===== src/verilog/adt_map.vh =====
/*
  register offsets, field widths and reset values for the annunciator
  detection tracker; assumes byte addressing on a 32-bit wishbone bus.
*/
// Behaviour
// a set request for an in-range flag raises the active count by one
// a reset or clear-indicator request lowers the active count by one
// the active count is held as plain binary in its count word
// the count saturates at eight; further sets leave it unchanged
// with eight entries recorded a ninth flag number is not stored; the code stops storing only when the active count is eight
// a reset request removes the matching flag number from the list
// entries after the removed one move one place toward the head
// a clear-indicator request shifts the whole list up, dropping the head
// the panel clear switch acts exactly like a clear-indicator request
// new flags fill the first empty entry; empty entries read zero; the code writes the entry at the active count instead
// the earliest-detected active flag number is exposed as binary
// clearing the earliest word loads the next detected flag, if any
// the executor gives at most one request per clock with a valid flag
`ifndef ADT_MAP_VH
`define ADT_MAP_VH
`define ADT_ADDR_W       6
`define ADT_OFF_EARLIEST 6'h00
`define ADT_OFF_COUNT    6'h04
`define ADT_OFF_LIST0    6'h08
`define ADT_OFF_LIST7    6'h24
`define ADT_OFF_CTRL     6'h28
`define ADT_CTRL_RESET   16'h0001
`define ADT_FLAG_MAX     16'h00ff
`define ADT_DEPTH        8
`define ADT_WORD_W       16
`endif


===== src/verilog/adt_tracker.v =====
/*
  annunciator detection tracker: count, ordered list and earliest word;
  assumes the executor gives at most one request per clock.
*/
`timescale 1ns/1ps
`default_nettype none
`include "adt_map.vh"
module adt_tracker
#(
  parameter DEPTH = `ADT_DEPTH
)
(
  input  wire        clk,
  input  wire        rst,
  input  wire        setAnnunciatorRequest,
  input  wire        resetAnnunciatorRequest,
  input  wire        clearIndicatorRequest,
  input  wire [15:0] flagNumber,
  input  wire        panelClearSwitch,
  input  wire        wbCyc,
  input  wire        wbStb,
  input  wire        wbWe,
  input  wire [5:0]  wbAdr,
  input  wire [3:0]  wbSel,
  input  wire [31:0] wbDatIn,
  output wire [31:0] wbDatOut,
  output wire        wbAck,
  output reg  [15:0] earliestFlagWord,
  output reg  [15:0] activeDetectionCount
);
  reg  [15:0] list_q [0:DEPTH-1];
  reg  [15:0] list_d [0:DEPTH-1];
  reg  [15:0] count_d;
  reg  [127:0] listFlat;
  wire panelRise;
  wire softClear;
  wire doClear;
  // list depth at the width of a list position
  localparam [3:0] DEPTH4 = DEPTH;

  // first position holding a given flag, DEPTH when absent
  function [3:0] find_pos;
    input [127:0] flat;
    input [15:0]  num;
    integer j;
    begin
      find_pos = DEPTH4;
      for (j = DEPTH - 1; j >= 0; j = j - 1)
        if (flat[j*16 +: 16] == num && num != 16'h0000)
          find_pos = j[3:0];
    end
  endfunction

  adt_sync uSync
  (
    .clk     (clk),
    .rst     (rst),
    .asyncIn (panelClearSwitch),
    .rise    (panelRise)
  );

  adt_wb_slave uBus
  (
    .clk       (clk),
    .rst       (rst),
    .cyc       (wbCyc),
    .stb       (wbStb),
    .we        (wbWe),
    .adr       (wbAdr),
    .datIn     (wbDatIn),
    .earliest  (earliestFlagWord),
    .count     (activeDetectionCount),
    .listFlat  (listFlat),
    .datOut    (wbDatOut),
    .ack       (wbAck),
    .softClear (softClear)
  );

  // panel switch and software clear act as clear-indicator
  assign doClear = clearIndicatorRequest | panelRise | softClear;

  // flatten list for search and bus reads
  always @*
  begin : flat
    integer i;
    listFlat = 128'h0;
    for (i = 0; i < DEPTH; i = i + 1)
      listFlat[i*16 +: 16] = list_q[i];
  end

  // next list and count
  always @*
  begin : nxt
    reg [3:0] pos;
    integer i;
    pos     = find_pos(listFlat, flagNumber);
    count_d = activeDetectionCount;
    for (i = 0; i < DEPTH; i = i + 1)
      list_d[i] = list_q[i];
    if (setAnnunciatorRequest && flagNumber <= `ADT_FLAG_MAX)
    begin
      if (activeDetectionCount < DEPTH)
      begin
        count_d = activeDetectionCount + 16'h0001;
        list_d[activeDetectionCount[2:0]] = flagNumber;
      end
    end
    else if (resetAnnunciatorRequest)
    begin
      if (activeDetectionCount != 16'h0000)
        count_d = activeDetectionCount - 16'h0001;
      if (pos < DEPTH)
      begin
        for (i = 0; i < DEPTH - 1; i = i + 1)
          if (i >= pos)
            list_d[i] = list_q[i+1];
        list_d[DEPTH-1] = 16'h0000;
      end
    end
    else if (doClear)
    begin
      if (activeDetectionCount != 16'h0000)
        count_d = activeDetectionCount - 16'h0001;
      for (i = 0; i < DEPTH - 1; i = i + 1)
        list_d[i] = list_q[i+1];
      list_d[DEPTH-1] = 16'h0000;
    end
  end

  // state registers; earliest word follows list head
  always @(posedge clk)
  begin : regs
    integer i;
    if (rst)
    begin
      activeDetectionCount <= 16'h0000;
      earliestFlagWord     <= 16'h0000;
      for (i = 0; i < DEPTH; i = i + 1)
        list_q[i] <= 16'h0000;
    end
    else
    begin
      activeDetectionCount <= count_d;
      earliestFlagWord     <= list_d[0];
      for (i = 0; i < DEPTH; i = i + 1)
        list_q[i] <= list_d[i];
    end
  end
endmodule
`default_nettype wire


===== src/verilog/adt_sync.v =====
/*
  three-stage synchroniser with agreement filter for the panel switch;
  assumes an asynchronous, possibly bouncy level input.
*/
`timescale 1ns/1ps
`default_nettype none
module adt_sync
(
  input  wire clk,
  input  wire rst,
  input  wire asyncIn,
  output reg  rise
);
  reg s1_q;
  reg s2_q;
  reg s3_q;
  reg level_q;

  // the first stage feeds only the second; changes count when two and three agree
  always @(posedge clk)
  begin
    if (rst)
    begin
      s1_q    <= 1'b0;
      s2_q    <= 1'b0;
      s3_q    <= 1'b0;
      level_q <= 1'b0;
      rise    <= 1'b0;
    end
    else
    begin
      s1_q <= asyncIn;
      s2_q <= s1_q;
      s3_q <= s2_q;
      rise <= 1'b0;
      if (s2_q == s3_q)
      begin
        level_q <= s3_q;
        rise    <= s3_q & ~level_q;
      end
    end
  end
endmodule
`default_nettype wire


===== src/verilog/adt_wb_slave.v =====
/*
  classic wishbone read decode for the tracker registers; assumes a
  single-cycle master that holds its request until ack.
*/
`timescale 1ns/1ps
`default_nettype none
`include "adt_map.vh"
module adt_wb_slave
(
  input  wire                    clk,
  input  wire                    rst,
  input  wire                    cyc,
  input  wire                    stb,
  input  wire                    we,
  input  wire [`ADT_ADDR_W-1:0]  adr,
  input  wire [31:0]             datIn,
  input  wire [`ADT_WORD_W-1:0]  earliest,
  input  wire [`ADT_WORD_W-1:0]  count,
  input  wire [8*`ADT_WORD_W-1:0] listFlat,
  output reg  [31:0]             datOut,
  output reg                     ack,
  output reg                     softClear
);
  integer k;
  reg [31:0] rdData;

  // read mux; unmapped reads return zero
  always @*
  begin
    rdData = 32'h0000_0000;
    if (adr == `ADT_OFF_EARLIEST)
      rdData = {16'h0000, earliest};
    else if (adr == `ADT_OFF_COUNT)
      rdData = {16'h0000, count};
    for (k = 0; k < `ADT_DEPTH; k = k + 1)
      if (adr == `ADT_OFF_LIST0 + k[5:0] * 6'h04)
        rdData = {16'h0000, listFlat[k*`ADT_WORD_W +: `ADT_WORD_W]};
  end

  // one-wait-state ack, dropped the cycle after it was given
  always @(posedge clk)
  begin
    if (rst)
    begin
      ack       <= 1'b0;
      datOut    <= 32'h0000_0000;
      softClear <= 1'b0;
    end
    else
    begin
      softClear <= 1'b0;
      ack       <= cyc & stb & ~ack;
      if (cyc & stb & ~ack)
      begin
        datOut <= we ? 32'h0000_0000 : rdData;
        if (we && adr == `ADT_OFF_CTRL)
          softClear <= datIn[0];
      end
    end
  end
endmodule
`default_nettype wire


===== config.mk =====
export PLATFORM = sky130hd
export DESIGN_NAME = adt_tracker
export DESIGN_NICKNAME = d
export VERILOG_FILES = /design/src/verilog/adt_tracker.v /design/src/verilog/adt_sync.v /design/src/verilog/adt_wb_slave.v
export VERILOG_INCLUDE_DIRS = /design/src /design/src/verilog
export SDC_FILE = /design/constraint.sdc
export NUM_CORES = 1
export LEC_CHECK = 0
export BUFFER_PORTS_ARGS = -buffer_cell sky130_fd_sc_hd__buf_4
export CORE_ASPECT_RATIO = 2
export CORE_UTILIZATION = 43
export CTS_CLUSTER_SIZE = 24
export DETAILED_ROUTE_END_ITERATION = 6
export PLACE_DENSITY = 0.74
export SLEW_MARGIN = 10
export SYNTH_ARGS = -nofsm -noshare
export SYNTH_HDL_FRONTEND = slang
export SYNTH_SLANG_ARGS = --single-unit

===== constraint.sdc =====
create_clock -name clk -period 5.3 [get_ports clk]
set_input_delay 1.06 -clock clk [delete_from_list [all_inputs] [get_ports clk]]
set_output_delay 1.06 -clock clk [all_outputs]
set_load 0.1 [all_outputs]

==> run metrics, run 1 <==
power per cell area=374 nW/µm²; switching power=1.72 mW; synthesized flop and latch total=about 170; Hold Crit Class=flip-flop to flip-flop; Max VDD drop=about 370 µV; Multi-input gate area=between 6000 and 7000 µm²; die width=approximately 110 µm; CP max stage cell=a211oi_1; share of cells above drive strength 1=14.1%; Port Buffer Count=80; switching part of the total=41.0%; Core Rows=78; Antenna Nets Post-Route=0; DRC errors left=10; Initial Util=around 44%; Clk network pwr share=30.8%; global-route usage over all layers=32.7%; Reg clk slew, reported paths=70 ps; CP startpoint kind=input port; Die Ht=around 220 µm; Pre-antenna DRT Iters=7; CP Data Required Time=between 5000 and 6000 ps; Setup WS pre-CTS=467 ps; Top delay family on crit path=compound AO/OA/AOI/OAI gates; Pint=approximately 2.5 mW; Post-synth EDFFs=0; FFs w/ async S/R, synth=0%; top cells by area, synth=dfxtp_1 (33%), xor2_1 (9.9%), nand2_1 (5.1%); Leak=4.41 nW; area grow syn2layout=11.6%; gp weighted congestion=approximately 0.99; fill count=between 2k and 2.5k; vias in the first global route=8971; post-route clock period utilization=83.5%; Setup Viol. Count Final=0; largest net degree at the start of global routing=89; Tmin final=about 4400 ps; Pwr Total=4.18 mW; slew margin rel.=roughly a fifth; top cell type's share of synthesized area=between 30% and 40%; Most used DFF post-synth=dfxtp_1; total die area=24000 µm²; # Max-Cap Violations=0; register area share after synthesis=33.3%; PnR worst setup slack=between 800 and 900 ps; R2R Setup Slk=about 2000 ps; clk_lat worst skew=450 ps; Post-DP HPWL=around 27 mm; crit path launch=flagNumber[11]; CTS tree=built; Nets=1292; Syn Area/Cell=8.40 µm²; outcome=complete, but fails checks; Remaining Overflow, GRT=0; Post-CTS Setup Bufs=0; cts hold-fix bufs=0; vias post-DR=9626; first-pass GRT wire length=about 56 mm; initial drt markers=903; I/O pin count=132; ant diodes=0; CP max stage delay=410 ps; Worst Tran Pin Value=roughly 1200 ps; most used cell along the critical path=a211oi_1; Final Slew Violations=0; final hold vios=0; setup TNS=0 ps; Worst Path Arrival=4770 ps; H-tree Lvls=4; yosys warns=0; Worst Setup End Kind=flip-flop; Sinks on Clock Net=167; CP max FO=16; fmax=226 MHz; synthesized instance count=1194; Root Buffer Master=clkbuf_16; count leader, synth=dfxtp_1; top cells by count, synth=dfxtp_1 (167), nand2_1 (135), nor2_1 (116), xor2_1 (113), a21oi_1 (90); Post-CTS Resized=0; register area=3340 µm²; r2r startpoint=list_q[0][22]; number of vias per cell=6.40; Seq pwr share=35.2%; Mapped Area=10000 µm²; Distinct cells, synth=70; cts bufs inserted=17; Setup Skew=11.7 ps; hold_sp=uSync.s1_q; WL per Instance=about 25 µm; core area=22700 µm²; initial antenna violation count=0; WS Path Type=input port to flip-flop; critical-path cell list=buf_4 > nor4_4 > and3_1 > clkinv_2 > ha_1 > a211oi_1 > o21ai_1 > a211oi_1 > nor3_1 > o31a_1 > or3_1 > a21oi_1 > mux2_2; WL final=37.7 mm; failing checks=DRC; CTS Buffer Depth=2; Comb power frac=34.0%; RSZ-0062 raised after global routing=no; CP Buf/Inv Count=2; post-synth top area cell=dfxtp_1
power by group through the flow:
stage                     Clock [mW]  Sequential (mW)  Combinational [mW]
after floorplan                    0             1.74               0.840
after global placement             0             1.49                1.38
after detailed placement           0             1.49                1.40
after CTS                       1.29             1.47                1.41
after global routing            1.35             1.48                1.53
final                           1.29             1.47                1.42
registers in the layout, indices dropped and copies added, names as in the netlist:
signal	count
uSync.s1_q	1
uBus.ack	1
uBus.datOut	16
activeDetectionCount	16
list_q	128
uSync.s3_q	1
uSync.level_q	1
uBus.softClear	1
uSync.rise	1
uSync.s2_q	1
worst paths after layout:
| path | endpoint | cells past startpoint |
|---|---|---|
| worst min-delay path | uSync.s2_q | 1 |
| worst max register to register | list_q[0][58] | 9 |
| worst max-delay path | activeDetectionCount[15] | 13 |
| worst min register to register | uSync.s2_q | 1 |
per-stage QoR:
step | hold WS (ps) | utilization, % | std cells | area [µm²]
after floorplan | 414 | - | 1209 | 10100
after global placement | 422 | 46.6 | 1471 | 10600
after detailed placement | 438 | 46.6 | 1471 | 10600
after CTS | 461 | 49.2 | 1503 | 11200
after global routing | 480 | 49.2 | 1503 | 11200
final | 456 | 49.2 | 1503 | 11200
cell usage in the layout (no fill, tap or decap), types with 17 or more instances in the layout:
cell type / synthesis / layout
nor2_1: 116 / 116
clkbuf_16: 0 / 17
and2_1: 20 / 20
a21oi_1: 90 / 89
buf_4: 37 / 103
xnor2_1: 24 / 24
nand2_1: 135 / 135
a22o_1: 20 / 20
mux2i_1: 34 / 34
a311oi_1: 42 / 42
xor2_1: 113 / 113
nand3_1: 42 / 42
nand2b_1: 21 / 21
nor4_1: 37 / 36
dfxtp_1: 167 / 167
cells by family (layout without fill, tap and decap cells):
| logic type | count (synthesis) | count (layout) | synth area share, % |
|---|---|---|---|
| other cells | 1 | 16 | 0.0374 |
| compound gates | 258 | 258 | 18.6 |
| fa+ha+maj | 15 | 15 | 1.95 |
| flops | 167 | 167 | 33.3 |
| buf+inv | 127 | 141 | 6.66 |
| xor+xnor | 137 | 137 | 12.0 |
| simple gates | 441 | 441 | 21.3 |
| mux | 48 | 48 | 6.13 |
layer usage:
layer	global-route usage (%)	part of all wire [%]
met5	0	0
met4	28.1	10
met3	6.78	7.8
met2	54.4	49
met1	33.9	32
area by class of cell:
type,instances,area share (%)
clock buffers,17,3.80
repair buffers,103,6.91
clock inverters,15,1.58
flip-flops and latches,167,29.9
inverters,6,0.212
well taps,280,3.13
multi-input cells,915,54.5
No activity file was read; power rests on OpenSTA's default activity.
==> run 2, diff against run 1 <==
--- a/config.mk
+++ b/config.mk
@@ -6,12 +6,13 @@
 export SDC_FILE = /design/constraint.sdc
 export NUM_CORES = 1
 export LEC_CHECK = 0
+export ABC_AREA = 1
 export BUFFER_PORTS_ARGS = -buffer_cell sky130_fd_sc_hd__buf_4
 export CORE_ASPECT_RATIO = 2
 export CORE_UTILIZATION = 43
 export CTS_CLUSTER_SIZE = 24
 export DETAILED_ROUTE_END_ITERATION = 6
-export PLACE_DENSITY = 0.74
+export PLACE_DENSITY = 0.73
 export SLEW_MARGIN = 10
 export SYNTH_ARGS = -nofsm -noshare
 export SYNTH_HDL_FRONTEND = slang
==> constraint.sdc (replaced) <==
create_clock -name clk -period 3.6 [get_ports clk]
set_input_delay 0.72 -clock clk [delete_from_list [all_inputs] [get_ports clk]]
set_output_delay 0.72 -clock clk [all_outputs]
set_load 0.1 [all_outputs]
==> run metrics, run 2 <==
synthesized instance count=1765 (+48%); cts hold-fix bufs=0 (unchanged); Pwr Total=6.73 mW (+61%); cts bufs inserted=17 (unchanged); CP max stage delay=360 ps (-50 ps); initial drt markers=935 (+3.5%); reg2reg path depth=14 (+5); share of cells above drive strength 1=10.8% (-3.3 points); fill count=2755 (+26%); Leak=5.50 nW (+25%); Post-CTS Resized=0 (unchanged); Hold Path Stages=2 (+1); Final Slew Violations=0 (unchanged); post-synth top area cell=dfxtp_1; I/O pin count=132 (unchanged); Setup WS pre-CTS=196 ps (-270 ps); RSZ-0062 raised after global routing=no; Post-synth EDFFs=0 (unchanged); WS Path Type=input port to flip-flop; Port Buffer Count=80 (unchanged); CP max stage cell=ha_1; yosys warns=0 (unchanged); Worst Setup End Kind=flip-flop; most used cell along the critical path=nand2_1; Sinks on Clock Net=167 (unchanged); Critical Path Stages=19 (+6); core area=25800 µm² (+13%); Max VDD drop=605 µV (+65%); top cells by count, synth=nand2_1 (401), nor2_1 (207), a21oi_1 (186), inv_1 (183), dfxtp_1 (167); most common cell after layout, fill and taps aside=nand2_1; FFs w/ async S/R, synth=0% (unchanged); Die Ht=231 µm (+5.9%); Root Buffer Master=clkbuf_16; Tmin final=between 2000 and 3000 ps; synthesized flop and latch total=167 (unchanged); Initial Util=43.7% (-0.36 points); CP max FO=10 (-6); register area share after synthesis=29.7% (-3.7 points); clk_lat worst skew=450 ps (about the same); Reg clk slew, reported paths=70 ps (about the same); Syn Area/Cell=6.38 µm² (-24%); Top delay family on crit path=compound AO/OA/AOI/OAI gates; Biggest register=list_q; vias post-DR=11.8k (+23%); number of vias per cell=5.49 (-14%); CTS Buffer Depth=2 (unchanged); top cell type's share of synthesized area=29.7% (-3.7 points); DRC errors left=6 (-4); setup TNS=0 ps (unchanged); slew margin rel.=50.8% (+31 points); Mapped Area=11300 µm² (+12%); failing checks=DRC; Setup Skew=13.6 ps (+1.83 ps); Most used DFF post-synth=dfxtp_1; die width=116 µm (+5.9%); post-route clock period utilization=82.1%; Antenna Nets Post-Route=0 (unchanged); top cells by area, synth=dfxtp_1 (30%), nand2_1 (13%), a21oi_1 (8.3%); largest net degree at the start of global routing=87 (-2.2%); WL per Instance=19.4 µm (-23%); fmax=338 MHz; CTS tree=built; Setup Viol. Count Final=0 (unchanged); global-route usage over all layers=31.9% (-0.73 points); PnR worst setup slack=646 ps (-230 ps); CP startpoint kind=input port; final hold vios=0 (unchanged); Pre-antenna DRT Iters=7 (unchanged); power per cell area=532 nW/µm² (+42%); Worst Path Arrival=3280 ps (-1490 ps); Largest register FFs=128 (unchanged); ant diodes=0 (unchanged); CP Buf/Inv Count=3 (+1); vias in the first global route=11.5k (+28%); WL final=41.9 mm (+11%); top flop regs=list_q (128), activeDetectionCount (16), uBus.datOut (16); Post-CTS Setup Bufs=0 (unchanged); CP Data Required Time=3930 ps (-1710 ps); # Max-Cap Violations=0 (unchanged); Distinct cells, synth=53 (-24%); area grow syn2layout=12.3%; Nets=1887 (+46%); Hold Crit Class=flip-flop to flip-flop; Core Rows=83 (+6.4%); final cell count without fillers=2157 (+44%); Remaining Overflow, GRT=0 (unchanged); initial antenna violation count=0 (unchanged); total die area=26900 µm² (+12%); gp weighted congestion=0.988 (-0.33%); Worst Tran Pin Value=736 ps (-457 ps); Post-DP HPWL=32.3 mm (+19%); critical-path cell list=buf_4 > nor2_2 > nand2_2 > nor2_4 > nand2_4 > ha_1 > a21oi_1 > o21ai_0 > a21oi_1 > inv_1 > nand2_1 > nand2_1 > a21oi_1 > o21ai_0 > buf_4 > nand2_1 > nand2_1 > nand2_1 > a31oi_1; count leader, synth=nand2_1; first-pass GRT wire length=62.9 mm (+12%); H-tree Lvls=4 (unchanged); most frequent cells in the layout=nand2_1 (401), nor2_1 (207), a21oi_1 (186), inv_1 (182), dfxtp_1 (167); placed cell count=2126 (+45%); outcome=complete, but fails checks
==> run 2: changes by cell type after synthesis, moves of 30 or more <==
cell	delta
nand2_1	+266
inv_1	+178
o21ai_0	+120
a21oi_1	+96
nor2_1	+91
xor2_1	-74
a311oi_1	-42
mux2i_1	-34
nor4_1	-34
nand4_1	+33
xnor2_1	+30
==> run 2: per-layer routing <==
metal | share of wire (%) | wire [µm] | GRT usage, %
met2 | 52 | 21700 | 57.0
met5 | 0 | 0 | 0
met3 | 5.2 | 2160 | 5.46
met1 | 33 | 13700 | 29.7
met4 | 10 | 4350 | 30.0
==> run 2: worst reg2reg max path: stages (launching register included) <==
cell,delay (ps)
dfxtp_1,510
clkinv_1,330
fa_1,530
o21ai_0,340
a21oi_1,160
inv_1,110
nand2_1,60
nand2_1,60
a21oi_1,90
o21ai_0,160
buf_4,140
nand2_1,80
nand2_1,60
nand2_1,50
a31oi_1,110
==> run 2: per-stage QoR <==
| step | util [%] | area (µm²) | hold slack (ps) |
|---|---|---|---|
| finish | 49.1 | 12600 | 411 |
| global route | 49.1 | 12600 | 445 |
| CTS | 49.1 | 12600 | 414 |
| detailed placement | 46.7 | 12000 | 402 |
| global placement | 46.7 | 12000 | 406 |
| floorplan | - | 11300 | 388 |
==> run 2: layout make-up <==
class / count / area, µm² / share of cell area (%)
Multi-Input combinational cell: 1299 / 6550 / 51.7
Timing Repair Buffer: 123 / 961 / 7.60
Sequential cell: 167 / 3340 / 26.4
Inverter: 197 / 747 / 5.91
Clock buffer: 20 / 457 / 3.61
Tap cell: 340 / 425 / 3.36
Clock inverter: 11 / 171 / 1.36
==> run 2: cell families (layout without fill, tap and decap cells) <==
| kind of cell | Yosys count | after routing | share of synthesized area (%) |
|---|---|---|---|
| fa+ha+maj | 15 | 15 | 1.73 |
| xor+xnor | 93 | 93 | 7.23 |
| simple gates | 795 | 795 | 30.3 |
| buf+inv | 314 | 351 | 12.8 |
| compound gates | 380 | 380 | 18.2 |
| flops | 167 | 167 | 29.7 |
| other cells | 1 | 16 | 0.0333 |
==> run 2: worst paths after layout <==
check	end	slack, ps	from
worst max register to register	activeDetectionCount[12]	740	activeDetectionCount[0]
worst min register to register	uSync.s2_q	410	uSync.s1_q
worst min-delay path	uSync.s2_q	410	uSync.s1_q
worst max-delay path	activeDetectionCount[12]	650	flagNumber[12]
==> run 2: power breakdown <==
part	switching (mW)	leakage [nW]	total [mW]	internal [mW]
logic	1.78	3.83	2.51	0.730
clock network	0.825	0.302	2.02	1.20
registers	0.205	1.37	2.20	2.00
==> run 3, diff against run 2 <==
--- a/config.mk
+++ b/config.mk
@@ -12,7 +12,7 @@
 export CORE_UTILIZATION = 43
 export CTS_CLUSTER_SIZE = 24
 export DETAILED_ROUTE_END_ITERATION = 6
-export PLACE_DENSITY = 0.73
+export PLACE_DENSITY = 0.71
 export SLEW_MARGIN = 10
 export SYNTH_ARGS = -nofsm -noshare
 export SYNTH_HDL_FRONTEND = slang
==> constraint.sdc (replaced) <==
create_clock -name clk -period 3.1 [get_ports clk]
set_input_delay 0.62 -clock clk [delete_from_list [all_inputs] [get_ports clk]]
set_output_delay 0.62 -clock clk [all_outputs]
set_load 0.1 [all_outputs]
==> run metrics, run 3 (synthesis gave the netlist of run 2 again) <==
vias post-DR=12.0k (+1.4%); largest net degree at the start of global routing=60 (-31%); Initial Util=43.7% (unchanged); Max VDD drop=717 µV (+19%); switching power=3.37 mW (+20%); WS Path Type=input port to flip-flop; Biggest register=list_q; most used cell along the critical path=nand3_1; DRC errors left=0 (-6); CTS tree=built; setup TNS=0 ps (unchanged); Post-DP HPWL=32.7 mm (+1.4%); WL final=41.8 mm (-0.16%); cts hold-fix bufs=0 (unchanged); slew margin rel.=54.1% (+3.3 points); PnR worst setup slack=423 ps (-223 ps); WL per Instance=19.1 µm (-1.5%); GR met3 Demand/Resource=4.12% (-1.3 points); cts bufs inserted=17 (unchanged); core area=25800 µm² (unchanged); Remaining Overflow, GRT=0 (unchanged); Post-CTS Setup Bufs=0 (unchanged); hold_sp=panelClearSwitch; CP max stage cell=xnor2_1; Worst Tran Pin Value=672 ps (-64.6 ps); Core Rows=83 (unchanged); initial drt markers=1004 (+7.4%); Seq pwr share=31.9% (-0.8 points); Sinks on Clock Net=167 (unchanged); Port Buffer Count=80 (unchanged); r2r endpoint=list_q[0][28]; die width=116 µm (unchanged); Comb power frac=39.1% (+1.8 points); CP endpoint=list_q[0][28]; top flop regs=list_q (128), activeDetectionCount (16), uBus.datOut (16); Root Buffer Master=clkbuf_16; global-route usage over all layers=32.1% (+0.23 points); CP Data Required Time=3490 ps (-440 ps); most frequent cells in the layout=nand2_1 (400), nor2_1 (205), a21oi_1 (183), inv_1 (182), dfxtp_1 (166); Global Route met2 Usage=57.1% (+0.092 points); number of vias per cell=5.49 (about the same); CP Buf/Inv Count=4 (+1); Clk network pwr share=28.9% (-1.1 points); most common cell after layout, fill and taps aside=nand2_1; RSZ-0062 raised after global routing=no; outcome=complete, no violations; Reg clk slew, reported paths=70 ps (about the same); Tmin final=2680 ps; Worst Setup End Kind=flip-flop; CTS Buffer Depth=2 (unchanged); initial antenna violation count=0 (unchanged); I/O pin count=132 (unchanged); Pint=4.60 mW (+17%); Setup Viol. Count Final=0 (unchanged); layer with the highest usage=met2; Antenna Nets Post-Route=0 (unchanged); Final Slew Violations=0 (unchanged); r2r startpoint=list_q[1][10]; switching part of the total=42.3% (+0.55 points); Pre-antenna DRT Iters=6 (-1); CP startpoint kind=input port; fmax=roughly 370 MHz; clk_lat worst skew=470 ps (+20 ps); Die Ht=231 µm (unchanged); Nets=1915 (+1.5%); first-pass GRT wire length=63.3 mm (+0.68%); H-tree Lvls=4 (unchanged); Critical Path Stages=15 (-4); Post-CTS Resized=0 (unchanged); post-route clock period utilization=86.4%; CP max FO=9 (-1); vias in the first global route=11.3k (-1.5%); Top delay family on crit path=simple AND/OR/NAND/NOR gates; R2R Setup Slk=510 ps (-230 ps); share of cells above drive strength 1=12.8% (+2.0 points); gp weighted congestion=0.988 (about the same); # Max-Cap Violations=0 (unchanged); final hold vios=0 (unchanged); Setup Skew=12.7 ps (-0.851 ps); fill count=2689 (-2.4%); Setup WS pre-CTS=41.9 ps (-154 ps); crit path launch=flagNumber[10]; Worst Path Arrival=3070 ps (-210 ps); power per cell area=617 nW/µm² (+16%); Leak=5.63 nW (+2.4%); CP max stage delay=530 ps (+170 ps); met1 Use GR=31.5% (+1.8 points); Hold Crit Class=input port to flip-flop; area grow syn2layout=14.7%; reg2reg path depth=13 (-1); total die area=26900 µm² (unchanged); critical-path cell list=buf_4 > buf_4 > xnor2_1 > nand4_1 > nor2_1 > nand3_1 > nand2_1 > nor2_1 > nand3_1 > nand2_1 > inv_2 > nand2_2 > inv_1 > nand3_1 > a21oi_1; Largest register FFs=128 (unchanged)
## run 3: cell count changes in the layout (fill, tap and decap cells not counted), sizes merged
cell / before / now
clkbuf: 20 / 17
inv: 194 / 200
clkinvlp: 2 / 4
clkinv: 8 / 5
buf: 123 / 151
bufinv: 4 / 3
diode: 0 / 1
## run 3: worst min path at each step
stage	to	slack [ps]	cells after the start
after floorplan	uSync.s2_q	390	2
after global placement	uSync.s2_q	400	2
after detailed placement	uSync.s2_q	400	2
after CTS	uSync.s1_q	360	3
after global routing	uSync.s1_q	390	3
final	uSync.s1_q	350	3
## run 3: worst min-delay path: stages
cell	delay [ps]
buf_4	80
inv_1	30
nor2_1	60
## run 3: final cells by class
| class | count | area [µm²] | share of cell area [%] |
|---|---|---|---|
| Sequential cell | 167 | 3340 | 25.9 |
| Antenna cell | 1 | 2.50 | 0.0194 |
| Clock inverter | 15 | 189 | 1.46 |
| Inverter | 197 | 747 | 5.78 |
| Tap cell | 340 | 425 | 3.29 |
| Clock buffer | 17 | 425 | 3.29 |
| Timing Repair Buffer | 151 | 1200 | 9.26 |
| Multi-Input combinational cell | 1299 | 6590 | 51.0 |
## run 3: stage by stage
stage                     utilization, %  hold slack (ps)  total power, mW  std cells  instance area (µm²)
after floorplan                        -              388             4.80       1780                11400
after global placement              47.8              403             5.65       2154                12300
after detailed placement            47.8              403             5.69       2154                12300
after CTS                           50.2              361             7.97       2186                12900
after global routing                50.2              390             8.35       2186                12900
final                               50.2              354             7.97       2187                12900
## run 3: power groups by stage
stage / logic (mW) / registers [mW] / clock network, mW
6_report: 3.12 / 2.54 / 2.31
3_5_place_dp: 3.10 / 2.59 / 0
4_1_cts: 3.11 / 2.54 / 2.32
3_3_place_gp: 3.07 / 2.58 / 0
2_1_floorplan: 1.67 / 3.13 / 0
5_1_grt: 3.38 / 2.57 / 2.40
## run 3: per-layer routing
metal	wire length (µm)	part of all wire (%)
met4	4050	9.7
met2	21800	52
met1	14100	34
met3	1900	4.5
met5	0	0
